===== src/hdl/tmf_pkg.sv =====
// constants shared by the temperature monitor and fault output logic
// assumes one 125 MHz clock domain, register writes arrive as one-cycle strobes
// Overview of operation
// - compare temperatures after each complete scan
// - temperature compare uses full 10 bits
// - signed temperature code, half degree steps
// - diode fault reports all-zero temperature code
// - detect diode open/short, configurable as fault
// - offset times four added to result
// - 3-bit signed offsets at given fields
// - 6-bit gain trims, one bit inverted
// - 2-bit field selects threshold and gain
// - fault enable bits per sensor, current, alert
// - internal threshold low bits in offset register
// - voltage limits use upper eight bits
// - results readable on both ports, used internally
// - outputs unlatched except configurable overcurrent and diode-caused overtemp
// - flags latch, cleared one bit per write
// - two general fault outputs identical, programmable
// - overtemp output on thresholds and/or diodes
// - diode-caused overtemp holds until flags cleared
// - alert asserts when any fault output asserts
package tmf_pkg;

  localparam int ADDR_W = 8;
  localparam int DATA_W = 8;
  localparam int RES_W = 10;

  // register offsets
  localparam logic [7:0] OFS_RES_LAST = 8'h16;
  localparam logic [7:0] OFS_CUR_TH_GAIN = 8'h19;
  localparam logic [7:0] OFS_FLT_EN = 8'h1B;
  localparam logic [7:0] OFS_FA_DEP = 8'h1D;
  localparam logic [7:0] OFS_FB_DEP = 8'h1E;
  localparam logic [7:0] OFS_OT_DEP = 8'h1F;
  localparam logic [7:0] OFS_VOLT_OV = 8'h30;
  localparam logic [7:0] OFS_VOLT_UV = 8'h31;
  localparam logic [7:0] OFS_TH_BASE = 8'h46;
  localparam logic [7:0] OFS_TH_LAST = 8'h4B;
  localparam logic [7:0] OFS_INT_LOW = 8'h4D;
  localparam logic [7:0] OFS_R2_GAIN = 8'h4F;
  localparam logic [7:0] OFS_FLAGS = 8'h53;
  localparam logic [7:0] OFS_SEC_FLAGS = 8'h54;
  localparam logic [7:0] OFS_OC_CFG = 8'h5C;

  // fault enable, offset, threshold low bit, gain trim and latch fields
  localparam int FE_INT = 0;
  localparam int FE_R1 = 1;
  localparam int FE_R2 = 2;
  localparam int FE_CS = 3;
  localparam int FE_ALERT = 4;
  localparam int TRIM1_LSB = 5;
  localparam int TRIM2_LSB = 4;
  localparam int INT_PRI_LSB = 0;
  localparam int INT_SEC_LSB = 2;
  localparam int GAIN1_LSB = 2;
  localparam int GAIN1_INV = 6;
  localparam int OC_LATCH_BIT = 2;

  // flag register fields (bits 0..2 are the three temperature sensors)
  localparam int FL_DIODE1 = 3;
  localparam int FL_DIODE2 = 4;
  localparam int FL_OV = 5;
  localparam int FL_OC = 6;
  localparam int FL_UV = 7;

  // output dependency fields
  localparam int DEP_UV = 0;
  localparam int DEP_OV = 1;
  localparam int DEP_OT = 2;
  localparam int DEP_OC = 3;
  localparam int OTD_PRI = 0;
  localparam int OTD_DIODE = 1;

  // adc channel numbering, equal to result register offset / 2
  localparam int NUM_VOLT = 8;
  localparam int NUM_TEMP = 3;
  localparam int NUM_CH = 12;
  localparam logic [3:0] CH_INT = 4'h8;
  localparam logic [3:0] CH_CUR = 4'hB;

  // values after reset
  localparam logic [7:0] RST_ZERO = 8'h00;
  localparam logic [7:0] RST_TH = 8'h7F;
  localparam logic [7:0] RST_OV = 8'hFF;
  localparam logic [7:0] RST_OT_DEP = 8'h03;
  localparam logic [9:0] DIODE_FAULT_CODE = 10'h000;

  // primary overcurrent threshold in mV and sense gain in V/V
  localparam logic [7:0] OC_MV_0 = 8'hC8;
  localparam logic [7:0] OC_MV_1 = 8'h64;
  localparam logic [7:0] OC_MV_2 = 8'h32;
  localparam logic [7:0] OC_MV_3 = 8'h19;
  localparam logic [5:0] CS_GAIN_0 = 6'h06;
  localparam logic [5:0] CS_GAIN_1 = 6'h0C;
  localparam logic [5:0] CS_GAIN_2 = 6'h18;
  localparam logic [5:0] CS_GAIN_3 = 6'h30;

endpackage


===== src/hdl/tmf_result_mem.sv =====
// conversion result store with one write port and two registered read ports
// assumes the writer and both readers share one clock
module tmf_result_mem
  import tmf_pkg::*;
#(
  parameter int DEPTH = 12,
  parameter int WIDTH = 10,
  parameter int AW = 4
)
(
  input wire logic clock_i,
  input wire logic nrst_i,
  input wire logic wr_en_i,
  input wire logic [AW-1:0] wr_addr_i,
  input wire logic [WIDTH-1:0] wr_data_i,
  input wire logic [AW-1:0] rd_addr_a_i,
  output logic [WIDTH-1:0] rd_data_a_o,
  input wire logic [AW-1:0] rd_addr_b_i,
  output logic [WIDTH-1:0] rd_data_b_o
);

  logic [WIDTH-1:0] mem_reg [DEPTH]; // one word per channel

  ////////////////////////////////////////////////////////////////////////////
  // storage; out of range writes are dropped so no phantom word appears
  always_ff @(posedge clock_i or negedge nrst_i)
  begin
    if (!nrst_i)
    begin
      for (int i = 0; i < DEPTH; i++)
      begin
        mem_reg[i] <= '0;
      end
    end
    else if (wr_en_i && (int'(wr_addr_i) < DEPTH))
    begin
      mem_reg[wr_addr_i] <= wr_data_i;
    end
  end

  ////////////////////////////////////////////////////////////////////////////
  // registered reads; out of range reads give zero
  always_ff @(posedge clock_i or negedge nrst_i)
  begin
    if (!nrst_i)
    begin
      rd_data_a_o <= '0;
      rd_data_b_o <= '0;
    end
    else
    begin
      rd_data_a_o <= (int'(rd_addr_a_i) < DEPTH) ? mem_reg[rd_addr_a_i] : '0;
      rd_data_b_o <= (int'(rd_addr_b_i) < DEPTH) ? mem_reg[rd_addr_b_i] : '0;
    end
  end

endmodule


===== src/hdl/tmf_temp_monitor.sv =====
// temperature monitor and fault output logic of the system monitor
// assumes adc results, scan end and comparator levels come from the analog front end;
// the serial and test-port decoders present one-cycle register strobes on this clock
module tmf_temp_monitor
  import tmf_pkg::*;
(
  input wire logic clock_i,
  input wire logic nrst_i,
  // register access from the two-wire management decoder
  input wire logic [7:0] smb_addr_i,
  input wire logic smb_wr_i,
  input wire logic smb_rd_i,
  input wire logic [7:0] smb_wdata_i,
  output logic [7:0] smb_rdata_o,
  output logic smb_rvalid_o,
  // register access from the test-port decoder
  input wire logic [7:0] jtag_addr_i,
  input wire logic jtag_wr_i,
  input wire logic jtag_rd_i,
  input wire logic [7:0] jtag_wdata_i,
  output logic [7:0] jtag_rdata_o,
  output logic jtag_rvalid_o,
  // conversion stream
  input wire logic adc_valid_i,
  input wire logic [3:0] adc_chan_i,
  input wire logic [9:0] adc_data_i,
  input wire logic scan_done_i,
  // asynchronous analog levels
  input wire logic [1:0] diode_open_i,
  input wire logic [1:0] diode_short_i,
  input wire logic oc_comp_i,
  input wire logic [1:0] gpio_fault_i,
  // fault pins, active low
  output logic general_fault_out_a_n_o,
  output logic general_fault_out_b_n_o,
  output logic overtemp_out_n_o,
  output logic overcurrent_out_n_o,
  output logic alert_n_o,
  // analog settings
  output logic [7:0] oc_thresh_mv_o,
  output logic [5:0] cs_gain_o,
  output logic [5:0] remote1_gain_trim_o,
  output logic [5:0] remote2_gain_trim_o
);

  ////////////////////////////////////////////////////////////////////////////
  // declarations
  logic [7:0] cur_th_gain_reg; // threshold select and sensor 1 gain trim
  logic [7:0] flt_en_reg; // fault and alert enables, sensor 1 offset
  logic [7:0] fa_dep_reg; // general output a dependencies
  logic [7:0] fb_dep_reg; // general output b dependencies
  logic [7:0] ot_dep_reg; // overtemp output dependencies
  logic [7:0] ov_lim_reg; // voltage upper limit, 8 bits
  logic [7:0] uv_lim_reg; // voltage lower limit, 8 bits
  logic [7:0] th_reg [6]; // primary/secondary threshold high bytes
  logic [6:0] int_low_reg; // internal low threshold bits, sensor 2 offset
  logic [5:0] r2_gain_reg; // sensor 2 gain trim
  logic [7:0] flags_reg; // sticky fault flags
  logic [2:0] sec_flags_reg; // sticky secondary temperature flags
  logic [7:0] oc_cfg_reg; // overcurrent latch configuration
  logic signed [9:0] temp_reg [NUM_TEMP]; // latest temperatures, remote ones trimmed
  logic [NUM_VOLT-1:0] ov_pend_reg; // voltage over this scan
  logic [NUM_VOLT-1:0] uv_pend_reg; // voltage under this scan
  logic [2:0] pri_now_reg; // primary violations of last scan
  logic [2:0] sec_now_reg; // secondary violations of last scan
  logic ov_now_reg; // any voltage over in last scan
  logic uv_now_reg; // any voltage under in last scan
  logic [4:0] sync1_reg; // first synchroniser stage
  logic [4:0] sync2_reg; // second synchroniser stage
  logic [1:0] diode_bad; // synchronised open or short per remote diode
  logic oc_sync; // synchronised overcurrent comparator
  logic wr_en; // any write strobe
  logic [7:0] wr_addr; // winning write address
  logic [7:0] wr_data; // winning write data
  logic [9:0] adc_word; // value stored for this conversion
  logic [9:0] th_pri [NUM_TEMP]; // full primary thresholds
  logic [9:0] th_sec [NUM_TEMP]; // full secondary thresholds
  logic [2:0] pri_hit; // primary compare this scan
  logic [2:0] sec_hit; // secondary compare this scan
  logic [7:0] flag_set; // flag events this cycle
  logic [7:0] flag_clr; // one-bit clear from a write
  logic oc_now; // current overcurrent condition
  logic [9:0] mem_a; // result word for the serial port read
  logic [9:0] mem_b; // result word for the test port read
  logic [7:0] smb_cfg_reg; // register byte captured at read
  logic [7:0] jtag_cfg_reg;
  logic smb_res_reg; // read targets a result register
  logic jtag_res_reg;
  logic smb_lsb_reg; // read targets the low bits of a result
  logic jtag_lsb_reg;
  logic smb_rd_reg; // read in flight
  logic jtag_rd_reg;

  ////////////////////////////////////////////////////////////////////////////
  // functions
  // sign-extended offset code times four; 2 degree steps, -8 to +6 degrees
  function automatic logic [9:0] trim_ofs(input logic [2:0] code);
    trim_ofs = {{5{code[2]}}, code, 2'b00};
  endfunction

  // general fault output decode, shared by both outputs
  function automatic logic gen_fault(input logic [7:0] dep, input logic uv, input logic ov,
                                     input logic ot, input logic oc);
    gen_fault = (dep[DEP_UV] & uv) | (dep[DEP_OV] & ov) | (dep[DEP_OT] & ot) | (dep[DEP_OC] & oc);
  endfunction

  // configuration byte read decode, shared by both ports
  function automatic logic [7:0] cfg_read(input logic [7:0] a);
    logic [7:0] v;
    v = RST_ZERO;
    if (a == OFS_CUR_TH_GAIN) v = cur_th_gain_reg;
    else if (a == OFS_FLT_EN) v = flt_en_reg;
    else if (a == OFS_FA_DEP) v = fa_dep_reg;
    else if (a == OFS_FB_DEP) v = fb_dep_reg;
    else if (a == OFS_OT_DEP) v = ot_dep_reg;
    else if (a == OFS_VOLT_OV) v = ov_lim_reg;
    else if (a == OFS_VOLT_UV) v = uv_lim_reg;
    else if (a >= OFS_TH_BASE && a <= OFS_TH_LAST) v = th_reg[3'(a - OFS_TH_BASE)];
    else if (a == OFS_INT_LOW) v = {1'b0, int_low_reg};
    else if (a == OFS_R2_GAIN) v = {2'b00, r2_gain_reg};
    else if (a == OFS_FLAGS) v = flags_reg;
    else if (a == OFS_SEC_FLAGS) v = {5'h00, sec_flags_reg};
    else if (a == OFS_OC_CFG) v = oc_cfg_reg;
    cfg_read = v;
  endfunction

  ////////////////////////////////////////////////////////////////////////////
  // synchronise analog levels; only the second stage is read
  always_ff @(posedge clock_i or negedge nrst_i)
  begin
    if (!nrst_i)
    begin
      sync1_reg <= 5'h00;
      sync2_reg <= 5'h00;
    end
    else
    begin
      sync1_reg <= {oc_comp_i, diode_short_i, diode_open_i};
      sync2_reg <= sync1_reg;
    end
  end

  assign diode_bad = sync2_reg[1:0] | sync2_reg[3:2];
  assign oc_sync = sync2_reg[4];

  ////////////////////////////////////////////////////////////////////////////
  // write arbitration: the serial port wins a same-cycle collision
  assign wr_en = smb_wr_i | jtag_wr_i;
  assign wr_addr = smb_wr_i ? smb_addr_i : jtag_addr_i;
  assign wr_data = smb_wr_i ? smb_wdata_i : jtag_wdata_i;

  ////////////////////////////////////////////////////////////////////////////
  // configuration registers
  always_ff @(posedge clock_i or negedge nrst_i)
  begin
    if (!nrst_i)
    begin
      cur_th_gain_reg <= RST_ZERO;
      flt_en_reg <= RST_ZERO;
      fa_dep_reg <= RST_ZERO;
      fb_dep_reg <= RST_ZERO;
      ot_dep_reg <= RST_OT_DEP;
      ov_lim_reg <= RST_OV;
      uv_lim_reg <= RST_ZERO;
      int_low_reg <= 7'h00;
      r2_gain_reg <= 6'h00;
      oc_cfg_reg <= RST_ZERO;
      for (int i = 0; i < 6; i++)
      begin
        th_reg[i] <= RST_TH;
      end
    end
    else if (wr_en)
    begin
      if (wr_addr == OFS_CUR_TH_GAIN) cur_th_gain_reg <= wr_data;
      else if (wr_addr == OFS_FLT_EN) flt_en_reg <= wr_data;
      else if (wr_addr == OFS_FA_DEP) fa_dep_reg <= wr_data;
      else if (wr_addr == OFS_FB_DEP) fb_dep_reg <= wr_data;
      else if (wr_addr == OFS_OT_DEP) ot_dep_reg <= wr_data;
      else if (wr_addr == OFS_VOLT_OV) ov_lim_reg <= wr_data;
      else if (wr_addr == OFS_VOLT_UV) uv_lim_reg <= wr_data;
      else if (wr_addr >= OFS_TH_BASE && wr_addr <= OFS_TH_LAST) th_reg[3'(wr_addr - OFS_TH_BASE)] <= wr_data;
      else if (wr_addr == OFS_INT_LOW) int_low_reg <= wr_data[6:0];
      else if (wr_addr == OFS_R2_GAIN) r2_gain_reg <= wr_data[5:0];
      else if (wr_addr == OFS_OC_CFG) oc_cfg_reg <= wr_data;
    end
  end

  ////////////////////////////////////////////////////////////////////////////
  // conversion intake: trim remote results, zero code on a bad diode
  always_comb
  begin
    adc_word = adc_data_i;
    if (adc_chan_i == CH_CUR)
      adc_word = {adc_data_i[7:0], 2'b00}; // 8-bit current result sits in the high byte
    else if (adc_chan_i == CH_INT + 4'h1)
      adc_word = diode_bad[0] ? DIODE_FAULT_CODE : adc_data_i + trim_ofs(flt_en_reg[TRIM1_LSB +: 3]);
    else if (adc_chan_i == CH_INT + 4'h2)
      adc_word = diode_bad[1] ? DIODE_FAULT_CODE : adc_data_i + trim_ofs(int_low_reg[TRIM2_LSB +: 3]);
  end

  // the same words feed both read ports and the comparators
  tmf_result_mem #(
    .DEPTH(NUM_CH),
    .WIDTH(RES_W),
    .AW(4)
  ) u_mem (
    .clock_i(clock_i),
    .nrst_i(nrst_i),
    .wr_en_i(adc_valid_i),
    .wr_addr_i(adc_chan_i),
    .wr_data_i(adc_word),
    .rd_addr_a_i(smb_addr_i[4:1]),
    .rd_data_a_o(mem_a),
    .rd_addr_b_i(jtag_addr_i[4:1]),
    .rd_data_b_o(mem_b)
  );

  ////////////////////////////////////////////////////////////////////////////
  // per-conversion capture; voltage pending bits restart after each scan end
  always_ff @(posedge clock_i or negedge nrst_i)
  begin
    if (!nrst_i)
    begin
      ov_pend_reg <= '0;
      uv_pend_reg <= '0;
      for (int i = 0; i < NUM_TEMP; i++)
      begin
        temp_reg[i] <= '0;
      end
    end
    else
    begin
      if (scan_done_i)
      begin
        ov_pend_reg <= '0;
        uv_pend_reg <= '0;
      end
      if (adc_valid_i && adc_chan_i < 4'(NUM_VOLT))
      begin
        // limits see only the high byte; the two low bits are dropped
        ov_pend_reg[adc_chan_i[2:0]] <= adc_data_i[9:2] > ov_lim_reg;
        uv_pend_reg[adc_chan_i[2:0]] <= adc_data_i[9:2] < uv_lim_reg;
      end
      else if (adc_valid_i && adc_chan_i >= CH_INT && adc_chan_i < CH_CUR)
      begin
        temp_reg[2'(adc_chan_i - CH_INT)] <= adc_word;
      end
    end
  end

  ////////////////////////////////////////////////////////////////////////////
  // 10-bit signed threshold compares, primary and secondary per sensor
  generate
    for (genvar s = 0; s < NUM_TEMP; s++)
    begin : g_cmp
      if (s == 0)
      begin : g_int
        assign th_pri[s] = {th_reg[0], int_low_reg[INT_PRI_LSB +: 2]};
        assign th_sec[s] = {th_reg[1], int_low_reg[INT_SEC_LSB +: 2]};
      end
      else
      begin : g_rem
        assign th_pri[s] = {th_reg[2*s], 2'b00};
        assign th_sec[s] = {th_reg[2*s+1], 2'b00};
      end
      // signed half-degree codes, full width, gated by the sensor enable
      assign pri_hit[s] = flt_en_reg[FE_INT + s] & ($signed(temp_reg[s]) > $signed(th_pri[s]));
      assign sec_hit[s] = flt_en_reg[FE_INT + s] & ($signed(temp_reg[s]) > $signed(th_sec[s]));
    end
  endgenerate

  ////////////////////////////////////////////////////////////////////////////
  // current conditions, refreshed once per completed scan
  always_ff @(posedge clock_i or negedge nrst_i)
  begin
    if (!nrst_i)
    begin
      pri_now_reg <= 3'h0;
      sec_now_reg <= 3'h0;
      ov_now_reg <= 1'b0;
      uv_now_reg <= 1'b0;
    end
    else if (scan_done_i)
    begin
      pri_now_reg <= pri_hit;
      sec_now_reg <= sec_hit;
      ov_now_reg <= |ov_pend_reg;
      uv_now_reg <= |uv_pend_reg;
    end
  end

  ////////////////////////////////////////////////////////////////////////////
  // sticky flags: a write with exactly one bit set clears that bit, set wins
  assign oc_now = flt_en_reg[FE_CS] & oc_sync;
  assign flag_set = {scan_done_i & (|uv_pend_reg), oc_now, scan_done_i & (|ov_pend_reg),
                     diode_bad[1] & flt_en_reg[FE_R2], diode_bad[0] & flt_en_reg[FE_R1],
                     scan_done_i ? pri_hit : 3'h0};
  assign flag_clr = (wr_en && wr_addr == OFS_FLAGS && $onehot(wr_data)) ? wr_data : 8'h00;

  always_ff @(posedge clock_i or negedge nrst_i)
  begin
    if (!nrst_i)
    begin
      flags_reg <= RST_ZERO;
      sec_flags_reg <= 3'h0;
    end
    else
    begin
      flags_reg <= (flags_reg & ~flag_clr) | flag_set;
      if (wr_en && wr_addr == OFS_SEC_FLAGS && $onehot(wr_data))
        sec_flags_reg <= (sec_flags_reg & ~wr_data[2:0]) | (scan_done_i ? sec_hit : 3'h0);
      else if (scan_done_i)
        sec_flags_reg <= sec_flags_reg | sec_hit;
    end
  end

  ////////////////////////////////////////////////////////////////////////////
  // fault pins follow present conditions; only overcurrent and diode-caused overtemp may latch
  always_ff @(posedge clock_i or negedge nrst_i)
  begin
    if (!nrst_i)
    begin
      general_fault_out_a_n_o <= 1'b1;
      general_fault_out_b_n_o <= 1'b1;
      overtemp_out_n_o <= 1'b1;
      overcurrent_out_n_o <= 1'b1;
    end
    else
    begin
      general_fault_out_a_n_o <= ~gen_fault(fa_dep_reg, uv_now_reg, ov_now_reg, |sec_now_reg, oc_now);
      general_fault_out_b_n_o <= ~gen_fault(fb_dep_reg, uv_now_reg, ov_now_reg, |sec_now_reg, oc_now);
      // diode faults hold through the sticky flags until software clears them
      overtemp_out_n_o <= ~((ot_dep_reg[OTD_PRI] & (|pri_now_reg))
        | (ot_dep_reg[OTD_DIODE] & (flags_reg[FL_DIODE1] | flags_reg[FL_DIODE2])));
      overcurrent_out_n_o <= ~(oc_cfg_reg[OC_LATCH_BIT] ? (flt_en_reg[FE_CS] & flags_reg[FL_OC]) : oc_now);
    end
  end

  // alert trails the pins by one cycle since it is built from their flops
  always_ff @(posedge clock_i or negedge nrst_i)
  begin
    if (!nrst_i)
      alert_n_o <= 1'b1;
    else
      alert_n_o <= ~(flt_en_reg[FE_ALERT] & (~general_fault_out_a_n_o | ~general_fault_out_b_n_o
        | ~overtemp_out_n_o | ~overcurrent_out_n_o | (|gpio_fault_i)));
  end

  ////////////////////////////////////////////////////////////////////////////
  // analog settings decoded from the trim registers
  always_ff @(posedge clock_i or negedge nrst_i)
  begin
    if (!nrst_i)
    begin
      oc_thresh_mv_o <= OC_MV_0;
      cs_gain_o <= CS_GAIN_0;
      remote1_gain_trim_o <= 6'h00;
      remote2_gain_trim_o <= 6'h00;
    end
    else
    begin
      case (cur_th_gain_reg[1:0])
        2'b00:
        begin
          oc_thresh_mv_o <= OC_MV_0;
          cs_gain_o <= CS_GAIN_0;
        end
        2'b01:
        begin
          oc_thresh_mv_o <= OC_MV_1;
          cs_gain_o <= CS_GAIN_1;
        end
        2'b10:
        begin
          oc_thresh_mv_o <= OC_MV_2;
          cs_gain_o <= CS_GAIN_2;
        end
        default:
        begin
          oc_thresh_mv_o <= OC_MV_3;
          cs_gain_o <= CS_GAIN_3;
        end
      endcase
      // register bit 6 is stored inverted
      remote1_gain_trim_o <= cur_th_gain_reg[7:GAIN1_LSB] ^ 6'(1 << (GAIN1_INV - GAIN1_LSB));
      remote2_gain_trim_o <= r2_gain_reg;
    end
  end

  ////////////////////////////////////////////////////////////////////////////
  // reads: capture stage with the memory, then a registered data byte
  always_ff @(posedge clock_i or negedge nrst_i)
  begin
    if (!nrst_i)
    begin
      smb_cfg_reg <= RST_ZERO;
      jtag_cfg_reg <= RST_ZERO;
      smb_res_reg <= 1'b0;
      jtag_res_reg <= 1'b0;
      smb_lsb_reg <= 1'b0;
      jtag_lsb_reg <= 1'b0;
      smb_rd_reg <= 1'b0;
      jtag_rd_reg <= 1'b0;
      smb_rdata_o <= RST_ZERO;
      jtag_rdata_o <= RST_ZERO;
      smb_rvalid_o <= 1'b0;
      jtag_rvalid_o <= 1'b0;
    end
    else
    begin
      smb_rd_reg <= smb_rd_i;
      jtag_rd_reg <= jtag_rd_i;
      smb_cfg_reg <= cfg_read(smb_addr_i);
      jtag_cfg_reg <= cfg_read(jtag_addr_i);
      smb_res_reg <= smb_addr_i <= OFS_RES_LAST;
      jtag_res_reg <= jtag_addr_i <= OFS_RES_LAST;
      smb_lsb_reg <= smb_addr_i[0];
      jtag_lsb_reg <= jtag_addr_i[0];
      smb_rvalid_o <= smb_rd_reg;
      jtag_rvalid_o <= jtag_rd_reg;
      if (smb_rd_reg)
        smb_rdata_o <= !smb_res_reg ? smb_cfg_reg : (smb_lsb_reg ? {6'h00, mem_a[1:0]} : mem_a[9:2]);
      if (jtag_rd_reg)
        jtag_rdata_o <= !jtag_res_reg ? jtag_cfg_reg : (jtag_lsb_reg ? {6'h00, mem_b[1:0]} : mem_b[9:2]);
    end
  end

endmodule


===== config.mk =====
export PLATFORM = sky130hd
export DESIGN_NAME = tmf_temp_monitor
export DESIGN_NICKNAME = d
export VERILOG_FILES = /design/src/hdl/tmf_pkg.sv /design/src/hdl/tmf_result_mem.sv /design/src/hdl/tmf_temp_monitor.sv
export SDC_FILE = /design/constraint.sdc
export NUM_CORES = 1
export LEC_CHECK = 0
export BUFFER_PORTS_ARGS = -buffer_cell sky130_fd_sc_hd__buf_2
export CAP_MARGIN = 10
export CORE_MARGIN = 4
export CORE_UTILIZATION = 45
export CTS_BUF_LIST = sky130_fd_sc_hd__clkbuf_2 sky130_fd_sc_hd__clkbuf_4 sky130_fd_sc_hd__clkbuf_8
export DETAILED_ROUTE_END_ITERATION = 8
export PLACE_DENSITY_LB_ADDON = 0.1
export RECOVER_POWER = 25
export SLEW_MARGIN = 20
export SYNTH_ARGS = -nofsm -noshare
export SYNTH_HDL_FRONTEND = slang
export SYNTH_HIERARCHICAL = 1
export SYNTH_SLANG_ARGS = --single-unit

===== constraint.sdc =====
create_clock -name clock_i -period 2.7 [get_ports clock_i]
set_input_delay 0.27 -clock clock_i [delete_from_list [all_inputs] [get_ports clock_i]]
set_output_delay 0.27 -clock clock_i [all_outputs]
set_load 0.02 [all_outputs]

Word level (Yosys, flattened, before mapping)
Index checks and enable logic that the tools add are counted.
{"block": "op_classes", "add_sub_neg": 13, "order_cmp": 34, "n_eq_ne": 42, "n_mux": 76, "bitwise": 72, "reduce_logical": 34}
{"op": "$mux 8", "n": 42}
{"op": "$mux 10", "n": 13}
{"op": "$bwmux 120", "n": 1}
{"op": "$eq 8x5->1 const B", "n": 15}
{"op": "$eq 8x7->1 const B", "n": 15}
{"op": "$bmux 10 s4", "n": 2}
{"op": "$gt 10x10->1", "n": 6}
{"op": "$bmux 8 s3", "n": 2}
{"op": "$bwmux 48", "n": 1}
{"op": "$eq 8x6->1 const B", "n": 6}
{"op": "$demux 10 s4", "n": 1}
{"op": "$bwmux 30", "n": 1}
{"op": "$demux 8 s3", "n": 1}
{"op": "$ge 8x7->1 const B", "n": 3}
{"op": "$le 8x7->1 const B", "n": 3}
{"op": "$pmux 8 s3", "n": 1}
{"op": "$and 1x1->1", "n": 23}
{"op": "$not 1->1", "n": 21}
{"op": "$add 10x10->10", "n": 2}
{"op": "$demux 10 s2", "n": 1}
{"op": "$lt 4x4->1 const B", "n": 5}
{"op": "$pmux 6 s3", "n": 1}
{"op": "$bwmux 8", "n": 2}
{"op": "$ge 4x4->1 const B", "n": 4}
{"op": "50 further kinds", "n": 99}
{"block": "totals", "ff_bits": 411, "out_inout_bits": 49, "word_cells": 335}

Longest topological paths before layout
Gate-level depths: netlist of the first run.
{"block": "logic_depth", "ltp_word": 14, "mapped_depth": 20, "depth_no_buf": 16}

Modules after synthesis
The synthesis of the first run kept the hierarchy.
{"mod": "tmf_temp_monitor", "instances": 1, "cells_per_inst": 1673, "area_per_inst_um2": 16051.6}
{"mod": "tmf_result_mem", "instances": 1, "cells_per_inst": 436, "area_per_inst_um2": 6961.7}

Least setup slack after synthesis of the first run
Ideal clock, no wire load.
{"block": "synth_path", "path_kind": "in2reg", "start": "in smb_wr_i", "end": "reg flags_reg[7]", "setup_ps": 126, "arrival_time_ps": 5017, "required_time_ps": 2574, "slack_ps": -2443, "path_stages": 20, "cell_sequence": "buf_6 -> buf_6 -> buf_4 -> mux2i_2 -> clkinv_1 -> fa_1 -> inv_1 -> fa_1 -> fa_1 -> inv_1 -> ha_1 -> inv_1 -> fa_1 -> nor3b_1 -> a21oi_1 -> or4_4 -> or3_1 -> buf_2 -> o21ai_1 -> nand2_1"}
{"block": "synth_between", "elab_chain_cells": 10, "word_cells_on_any_way": 18}
{"element": "from (decl)", "line": "tmf_temp_monitor.sv:11", "source": "input wire logic smb_wr_i,"}
{"element": "$mux 8", "line": "tmf_temp_monitor.sv:150", "source": "assign wr_data = smb_wr_i ? smb_wdata_i : jtag_wdata_i;"}
{"element": "named net wr_data[1]", "line": "tmf_temp_monitor.sv:74", "source": "logic [7:0] wr_data;"}
{"element": "$add 1x1->2 (not written as such)", "line": "tmf_temp_monitor.sv:299", "source": "assign flag_clr = (wr_en && wr_addr == OFS_FLAGS && $onehot(wr_data)) ? wr_data : 8'h00;"}
{"element": "$add 2x2->3 (not written as such)", "line": "tmf_temp_monitor.sv:299"}
{"element": "$add 3x3->4 (not written as such)", "line": "tmf_temp_monitor.sv:299"}
{"element": "$eq 4x1->1", "line": "tmf_temp_monitor.sv:299"}
{"element": "$logic_and 1x1->1", "line": "tmf_temp_monitor.sv:299"}
{"element": "$mux 8", "line": "tmf_temp_monitor.sv:299"}
{"element": "$not 8->8", "line": "tmf_temp_monitor.sv:310", "source": "flags_reg <= (flags_reg & ~flag_clr) | flag_set;"}
{"element": "$and 8x8->8", "line": "tmf_temp_monitor.sv:310"}
{"element": "$or 8x8->8", "line": "tmf_temp_monitor.sv:310"}
{"element": "to (signal assigned)", "line": "tmf_temp_monitor.sv:310"}
{"element": "to (decl)", "line": "tmf_temp_monitor.sv:58", "source": "logic [7:0] flags_reg;"}
The timed path passes the listed nets, and every way through them passes these cells.
A chain may end at the register's enable or synchronous reset.

Worst setup path after layout of the first run
{"block": "layout_path", "start": "in smb_wr_i", "end": "reg flags_reg[4]"}
The elaborated chain is that of the path after synthesis.

==> results of run 1 <==
[repair_timing]
action / CTS / global route
endpoints found under the setup margin: 47 / 67
hold endpoints to repair: 62 / 0
cloned: 0 / 1
buffers inserted: 6 / 5
gates resized for setup: 23 / 26
pin swaps: 20 / 20
hold buffers: 14 / 0
[per-stage QoR]
stage | instances | worst slack (ps) | util (%) | total power [mW]
floorplan | 2109 | -2000 | - | 10.4
global placement | 2950 | -1940 | 50.3 | 11.9
detailed placement | 2950 | -2000 | 50.3 | 12.1
CTS | 3098 | -1050 | 54.0 | 18.5
global route | 3104 | -1110 | 54.2 | 19.3
finish | 3104 | -1030 | 54.2 | 18.4
[layout by cell type (no fill, tap or decap), types with 13 or more instances in the layout]
cell           Yosys  layout
o21ai_0          173     171
a221oi_1          20      19
clkbuf_8           0      90
dfstp_2           60      60
a21oi_1          111     109
mux2i_1           61      59
buf_2             25     103
a22oi_1           46      46
nor3_1            20      19
a211oi_1          19      15
inv_1            123     121
dfrtp_1          345     341
buf_4             17     167
nor2_1           109     108
mux4_2            70      70
o22ai_1           30      30
mux2_4            21      23
clkbuf_4           0      28
dlygate4sd3_1      0      14
nor2b_1           33      33
o21a_1            13      13
a21o_1            16      16
nand2_1          164     164
mux2_2           147     145
nand3b_1          17      17
nand3_1           32      31
ha_1              91      82
nand2b_1          28      28
[layout make-up]
class                      count  area (µm²)  area share [%]
inverter                     129         490            1.80
clock buffer                 113        1410            5.17
clock inverter                15         168           0.614
sequential                   405       10200            37.4
tap                          672         841            3.08
multi-input combinational   1462       11900            43.7
timing repair buffer         308        2240            8.19
[path summary, 6_finish.rpt]
kind / start / endpoint / depth (start not counted)
max: smb_wr_i / flags_reg[4] / 16
min: smb_addr_i[6] / smb_res_reg / 3
max reg2reg: int_low_reg[4] / u_mem/mem_reg[79] / 11
min reg2reg: sync1_reg[1] / sync2_reg[1] / 0
max in group asynchronous: nrst_i / th_pri[14] / 3
min in group asynchronous: nrst_i / r2_gain_reg[4] / 2
[per-layer routing]
layer	vias up	part of all wire (%)	global-route usage, %	wire [µm]
met3	173	7.4	5.56	5900
met2	800	45	45.1	36100
met5	-	0.017	0	14
met4	2	3.9	10.4	3120
met1	9460	44	41.6	35000
li1	8297	-	-	-
[tightest hold or removal path, cell delays in order]
cell,delay [ps]
buf_2,170
a2111oi_0,90
buf_4,160
[cell families after synthesis]
kind of cell,share of synthesized area [%]
AO/OA/AOI/OAI,14.8
XOR/XNOR,0.304
adder cells (fa/ha/maj),5.47
buffers and inverters,4.65
flip-flops,44.4
multiplexers,18.5
other,0.0163
AND/OR/NAND/NOR,11.9
[power groups by stage]
stage	registers (mW)	logic, mW	clock network, mW
6_report	7.95	4.21	6.23
5_1_grt	8.06	4.58	6.64
4_1_cts	7.92	4.15	6.38
3_5_place_dp	8.02	4.08	0
3_3_place_gp	7.96	3.98	0
2_1_floorplan	7.79	2.65	0
==> run summary, run 1 <==
CTS root buf: clkbuf_8
Static Leak: 12.4 nW
area post-placement: 25300 µm²
combinational fraction of design power: 22.9%
# rows: 82
max FFs per register: 120
initial antenna violation count: 4
Mapped Cells: 2109
final number of max-transition violations: 79
Post-synth top cells: dfrtp_1, o21ai_0, nand2_1, mux2_2, inv_1
final hold slack: 89.7 ps
delay-heaviest family, CP: adder cells
clock share of power: 33.9%
initial core utilization: 45.7%
worst path arrival time: 4250 ps
area grow syn2layout: 18.6%
Crit path top cell by count: fa_1
Flop pwr share: 43.2%
Final WS setup: -1030 ps
Boundary Pins: 110
total die area: 54800 µm²
vias in the first global route: 18.4k
Synth area leader: dfrtp_1
cts bufs inserted: 72
port bufs: 108
CP Max Fanout: 8
Syn Nets: 2267
RSZ-0062 raised after global routing: yes
fin crit period: 3730 ps
hold crit path type: in -> reg
Async SR Flop Fraction: 100%
Routability Congestion: 1.01
Critical Path Sink Type: flip-flop
worst path cell trace: buf_12 > mux2i_4 > clkinv_2 > fa_1 > inv_2 > fa_1 > fa_1 > inv_1 > ha_2 > inv_2 > fa_2 > nand3_2 > or4_4 > or3_4 > o21ai_2 > nand2_1
Final Net Count: 2536
Crit path largest cell delay: 540 ps
antenna cells: 0
DR WL/cell: 25.8 µm
Slowest-stage cell, CP: or4_4
clock latency on the worst-skew pair: 670 ps
DRT Pass-1 Iters: 6
Core ar.: 50400 µm²
htree depth: 3
Power Internal: 12.7 mW
setup tns final: -11000 ps
Synth Cell Area: 23000 µm²
power per cell area: 674 nW/µm²
Net Sw Power: 5.67 mW
filler instances: 4555
Max Cap Viol: 1
clock buffer depth: 3
CTS clk-pin slew, worst paths: 60 ps
Sink Count: 405
post-DP HPWL: 59.4 mm
clock skew: 33.5 ps
Setup CP Type: in -> reg
startpoint types: input port
routed via count: 18.7k
gr usage total: 29.3%
Worst EP required: 3220 ps
Detail Route Antenna Nets: 0
starting DRC count in detailed routing: 2130
register-to-register path setup slack: 60 ps
number of flops mapped to enable cells by yosys: 0
worst vdd rail ir drop: 0.375 mV
die height: 234 µm
Die Span X: 234 µm
setup violators final: 21
Syn. warnings: 6
Seq/Total Area, Yosys: 44.4%
sw frac: 30.8%
layout cells sized above 1: 33.3%
Buf/Inv on CP: 5
first-pass GRT wire length: 119 mm
synth top area cells: dfrtp_1, mux2_2, dfstp_2, mux4_2, ha_1
period utilisation layout: 138%
cell area after layout: 27300 µm²
Main synth FF type: dfrtp_1
Syn Area/Cell: 10.9 µm²
status: finished, violations left
Synth top area share: 37.5%
most common cell in the netlist: dfrtp_1
final WL: 80.1 mm
final hold vios: 0
Vias/cell: 6.03
DRC: 0
slew margin rel.: -51.1%
#FFs+latches synth: 405
Worst Tran Pin Value: 2270 ps
pin count of the biggest net entering global routing: 81
CTS tree: done
Synth cell types: 98
failing checks: capacitance limit, slew limit, setup timing
f_max: 268 MHz
total gr overflow: 0
No activity file was read; power rests on OpenSTA's default activity.
==> inputs of run 2 (changes only) <==
--- a/config.mk
+++ b/config.mk
@@ -12,9 +12,7 @@
 export CTS_BUF_LIST = sky130_fd_sc_hd__clkbuf_2 sky130_fd_sc_hd__clkbuf_4 sky130_fd_sc_hd__clkbuf_8
 export DETAILED_ROUTE_END_ITERATION = 8
 export PLACE_DENSITY_LB_ADDON = 0.1
-export RECOVER_POWER = 25
 export SLEW_MARGIN = 20
 export SYNTH_ARGS = -nofsm -noshare
 export SYNTH_HDL_FRONTEND = slang
-export SYNTH_HIERARCHICAL = 1
 export SYNTH_SLANG_ARGS = --single-unit
==> run 2 against run 1 <==
  * The run ends with setup timing left
  * Critical path depth up 2
  * Register-to-register slack about the same
  * Design area down 1.6%
  * Clock skew down 0.91 ps
  * Synthesized cell count up 2.8%
  * Area after synthesis down 1.9%
  * Global-route usage up 3.0 points
  * Critical path type unchanged
  * Critical endpoint is now sec_flags_reg[1]
  * Largest cell class unchanged
==> run summary, run 2 <==
status: finished, violations left (unchanged)
failing checks: setup timing (was capacitance limit, slew limit, setup timing)
Boundary Pins: 110 (unchanged)
synth top area cells: dfrtp_1, mux4_2, dfstp_2, ha_1, mux2i_1 (was dfrtp_1, mux2_2, dfstp_2, mux4_2, ha_1)
Vias/cell: 6.00 (was 6.03)
power per cell area: 677 nW/µm² (was 674 nW/µm²)
clock skew: 32.6 ps (was 33.5 ps)
Final WS setup: -638 ps (was -1030 ps)
CP Max Fanout: 4 (was 8)
Main synth FF type: dfrtp_1 (unchanged)
Core ar.: 49300 µm² (was 50400 µm²)
clock buffer depth: 3 (unchanged)
f_max: 300 MHz (was 268 MHz)
post-DP HPWL: 66.1 mm (was 59.4 mm)
critical path startpoint: smb_wr_i (unchanged)
starting DRC count in detailed routing: 1867 (was 2130)
initial antenna violation count: 10 (was 4)
period utilisation layout: 124% (was 138%)
CTS clk-pin slew, worst paths: 60 ps (about the same)
max FFs per register: 120 (unchanged)
final hold slack: 49.1 ps (was 89.7 ps)
worst vdd rail ir drop: 0.445 mV (was 0.375 mV)
setup tns final: -6420 ps (was -11000 ps)
RSZ-0062 raised after global routing: yes (unchanged)
fin crit period: 3340 ps (was 3730 ps)
area grow syn2layout: 19.1% (was 18.6%)
total gr overflow: 0 (unchanged)
Static Leak: 12.8 nW (was 12.4 nW)
worst path arrival time: 3880 ps (was 4250 ps)
Sink Count: 405 (unchanged)
CTS root buf: clkbuf_8 (unchanged)
gr usage total: 32.2% (was 29.3%)
DRC: 0 (unchanged)
Synth Cell Area: 22600 µm² (was 23000 µm²)
Routability Congestion: 0.992 (was 1.01)
most frequent cells in the layout: dfrtp_1, nand2_1, nor2_1 (was dfrtp_1, o21ai_0, buf_4)
routed via count: 18.9k (was 18.7k)
final hold vios: 0 (unchanged)
Setup CP Type: in -> reg (unchanged)
final number of max-transition violations: 0 (was 79)
Syn. warnings: 0 (was 6)
slew margin rel.: 47.4% (was -51.1%)
DR WL/cell: 27.5 µm (was 25.8 µm)
CTS tree: done (unchanged)
cts bufs inserted: 73 (was 72)
Critical Path Sink Type: flip-flop (unchanged)
post-place setup slack: -1430 ps (was -2000 ps)
post-layout util: 54.6% (was 54.2%)
die height: 232 µm (was 234 µm)
Die Span X: 232 µm (was 234 µm)
vias in the first global route: 18.8k (was 18.4k)
startpoint types: input port (unchanged)
layout cells sized above 1: 29.1% (was 33.3%)
hold wc startpoint: adc_data_i[6] (was smb_addr_i[6])
Post-synth top cells: dfrtp_1, nand2_1, o21ai_0, nor2_1, a21oi_1 (was dfrtp_1, o21ai_0, nand2_1, mux2_2, inv_1)
Synth area leader: dfrtp_1 (unchanged)
Worst Tran Pin Value: 780 ps (was 2270 ps)
first-pass GRT wire length: 127 mm (was 119 mm)
setup violators final: 11 (was 21)
Syn Area/Cell: 10.4 µm² (was 10.9 µm²)
Final Net Count: 2594 (was 2536)
Mapped Cells: 2169 (was 2109)
Syn Nets: 2327 (was 2267)
Seq/Total Area, Yosys: 45.2% (was 44.4%)
Max Cap Viol: 0 (was 1)
clock latency on the worst-skew pair: 680 ps (was 670 ps)
Worst EP required: 3240 ps (was 3220 ps)
port bufs: 108 (unchanged)
Total Power: 18.2 mW (was 18.4 mW)
commonest non-fill, non-tap cell in the layout: dfrtp_1 (unchanged)
Synth cell types: 93 (was 98)
number of flops mapped to enable cells by yosys: 0 (unchanged)
hold crit path type: in -> reg (unchanged)
RR Startpoint: flt_en_reg[5] (was int_low_reg[4])
pin count of the biggest net entering global routing: 85 (was 81)
Detail Route Antenna Nets: 0 (unchanged)
final WL: 86.8 mm (was 80.1 mm)
#FFs+latches synth: 405 (unchanged)
total die area: 53800 µm² (was 54800 µm²)
Async SR Flop Fraction: 100% (unchanged)
Synth top area share: 38.3% (was 37.5%)
initial core utilization: 45.8% (was 45.7%)
# rows: 81 (was 82)
most common cell in the netlist: dfrtp_1 (unchanged)
htree depth: 3 (unchanged)
DRT Pass-1 Iters: 6 (unchanged)
-- run 2: cell types whose count changed in the layout (fill, tap and decap cells not counted), moves of 30 or more --
cell	delta
nor2_1	+80
mux2_2	-72
nand2_1	+52
a21oi_1	+41
mux2i_1	+35
a22oi_1	-31
inv_1	-30
-- run 2: power by group --
group / switching [mW] / total, mW / internal [mW] / leakage, nW
sequential: 0.857 / 7.90 / 7.05 / 4.98
clock: 2.68 / 6.33 / 3.64 / 0.858
combinational: 2.20 / 3.98 / 1.78 / 6.93
total: 5.74 / 18.2 / 12.5 / 12.8
-- run 2: final cells by class --
cell class                 instances  area [µm²]
sequential                       405       10200
timing repair buffer             317        2340
clock buffer                     120        1460
inverter                          96         360
tap                              664         831
clock inverter                    12         149
fill                            4437       22400
multi-input combinational       1543       11500
antenna                            3        7.51
-- run 2: cell families after synthesis --
group,Yosys count,synth area share [%]
fa+ha+maj,97,5.58
simple gates,623,13.5
buf+inv,221,4.30
other cells,1,0.0166
flops,405,45.2
xor+xnor,8,0.311
compound gates,564,15.3
mux,250,15.8
-- run 2: path summary, 6_finish.rpt --
| path | slack (ps) | end | cells after the start |
|---|---|---|---|
| hold / removal | 50 | u_mem.mem_reg[8] | 2 |
| max in group asynchronous | 1620 | th_pri[28] | 3 |
| setup reg to reg | 70 | u_mem.mem_reg[78] | 10 |
| hold reg to reg | 350 | sync2_reg[1] | 0 |
| setup / recovery | -640 | sec_flags_reg[1] | 18 |
| min in group asynchronous | 190 | remote1_gain_trim_o[2] | 2 |
-- run 2: metal layers --
metal  vias to the layer above  GRT usage [%]  wire, µm
met3                       174           6.91      7030
met4                         0           11.4      3260
met1                      9466           45.6     37500
met5                         -              0         0
met2                       880           49.5     39000
li1                       8426              -         -
-- run 2: what timing repair did --
action                                  in CTS  in global routing
endpoints found under the setup margin      11                 34
cloned                                       0                  1
hold buffers                                15                  0
pin swaps                                    7                  7
resized for setup                           18                 11
buffers inserted                             4                  4
endpoints found under the hold margin       69                  0
-- run 2: critical path, cell delays in order --
cell	delay, ps
buf_12	100
mux2i_4	230
inv_2	70
fa_1	550
inv_2	40
fa_1	500
fa_1	420
inv_1	80
ha_2	180
inv_2	40
fa_2	340
nor3b_2	210
a21oi_2	80
nor3b_2	220
buf_4	150
and3_4	170
nand2_1	50
a21o_1	170
-- run 2: per-stage QoR --
step	cells	area [µm²]
global route	3158	26900
detailed placement	3001	25000
floorplan	2169	22600
CTS	3152	26800
finish	3160	26900
global placement	3001	25000
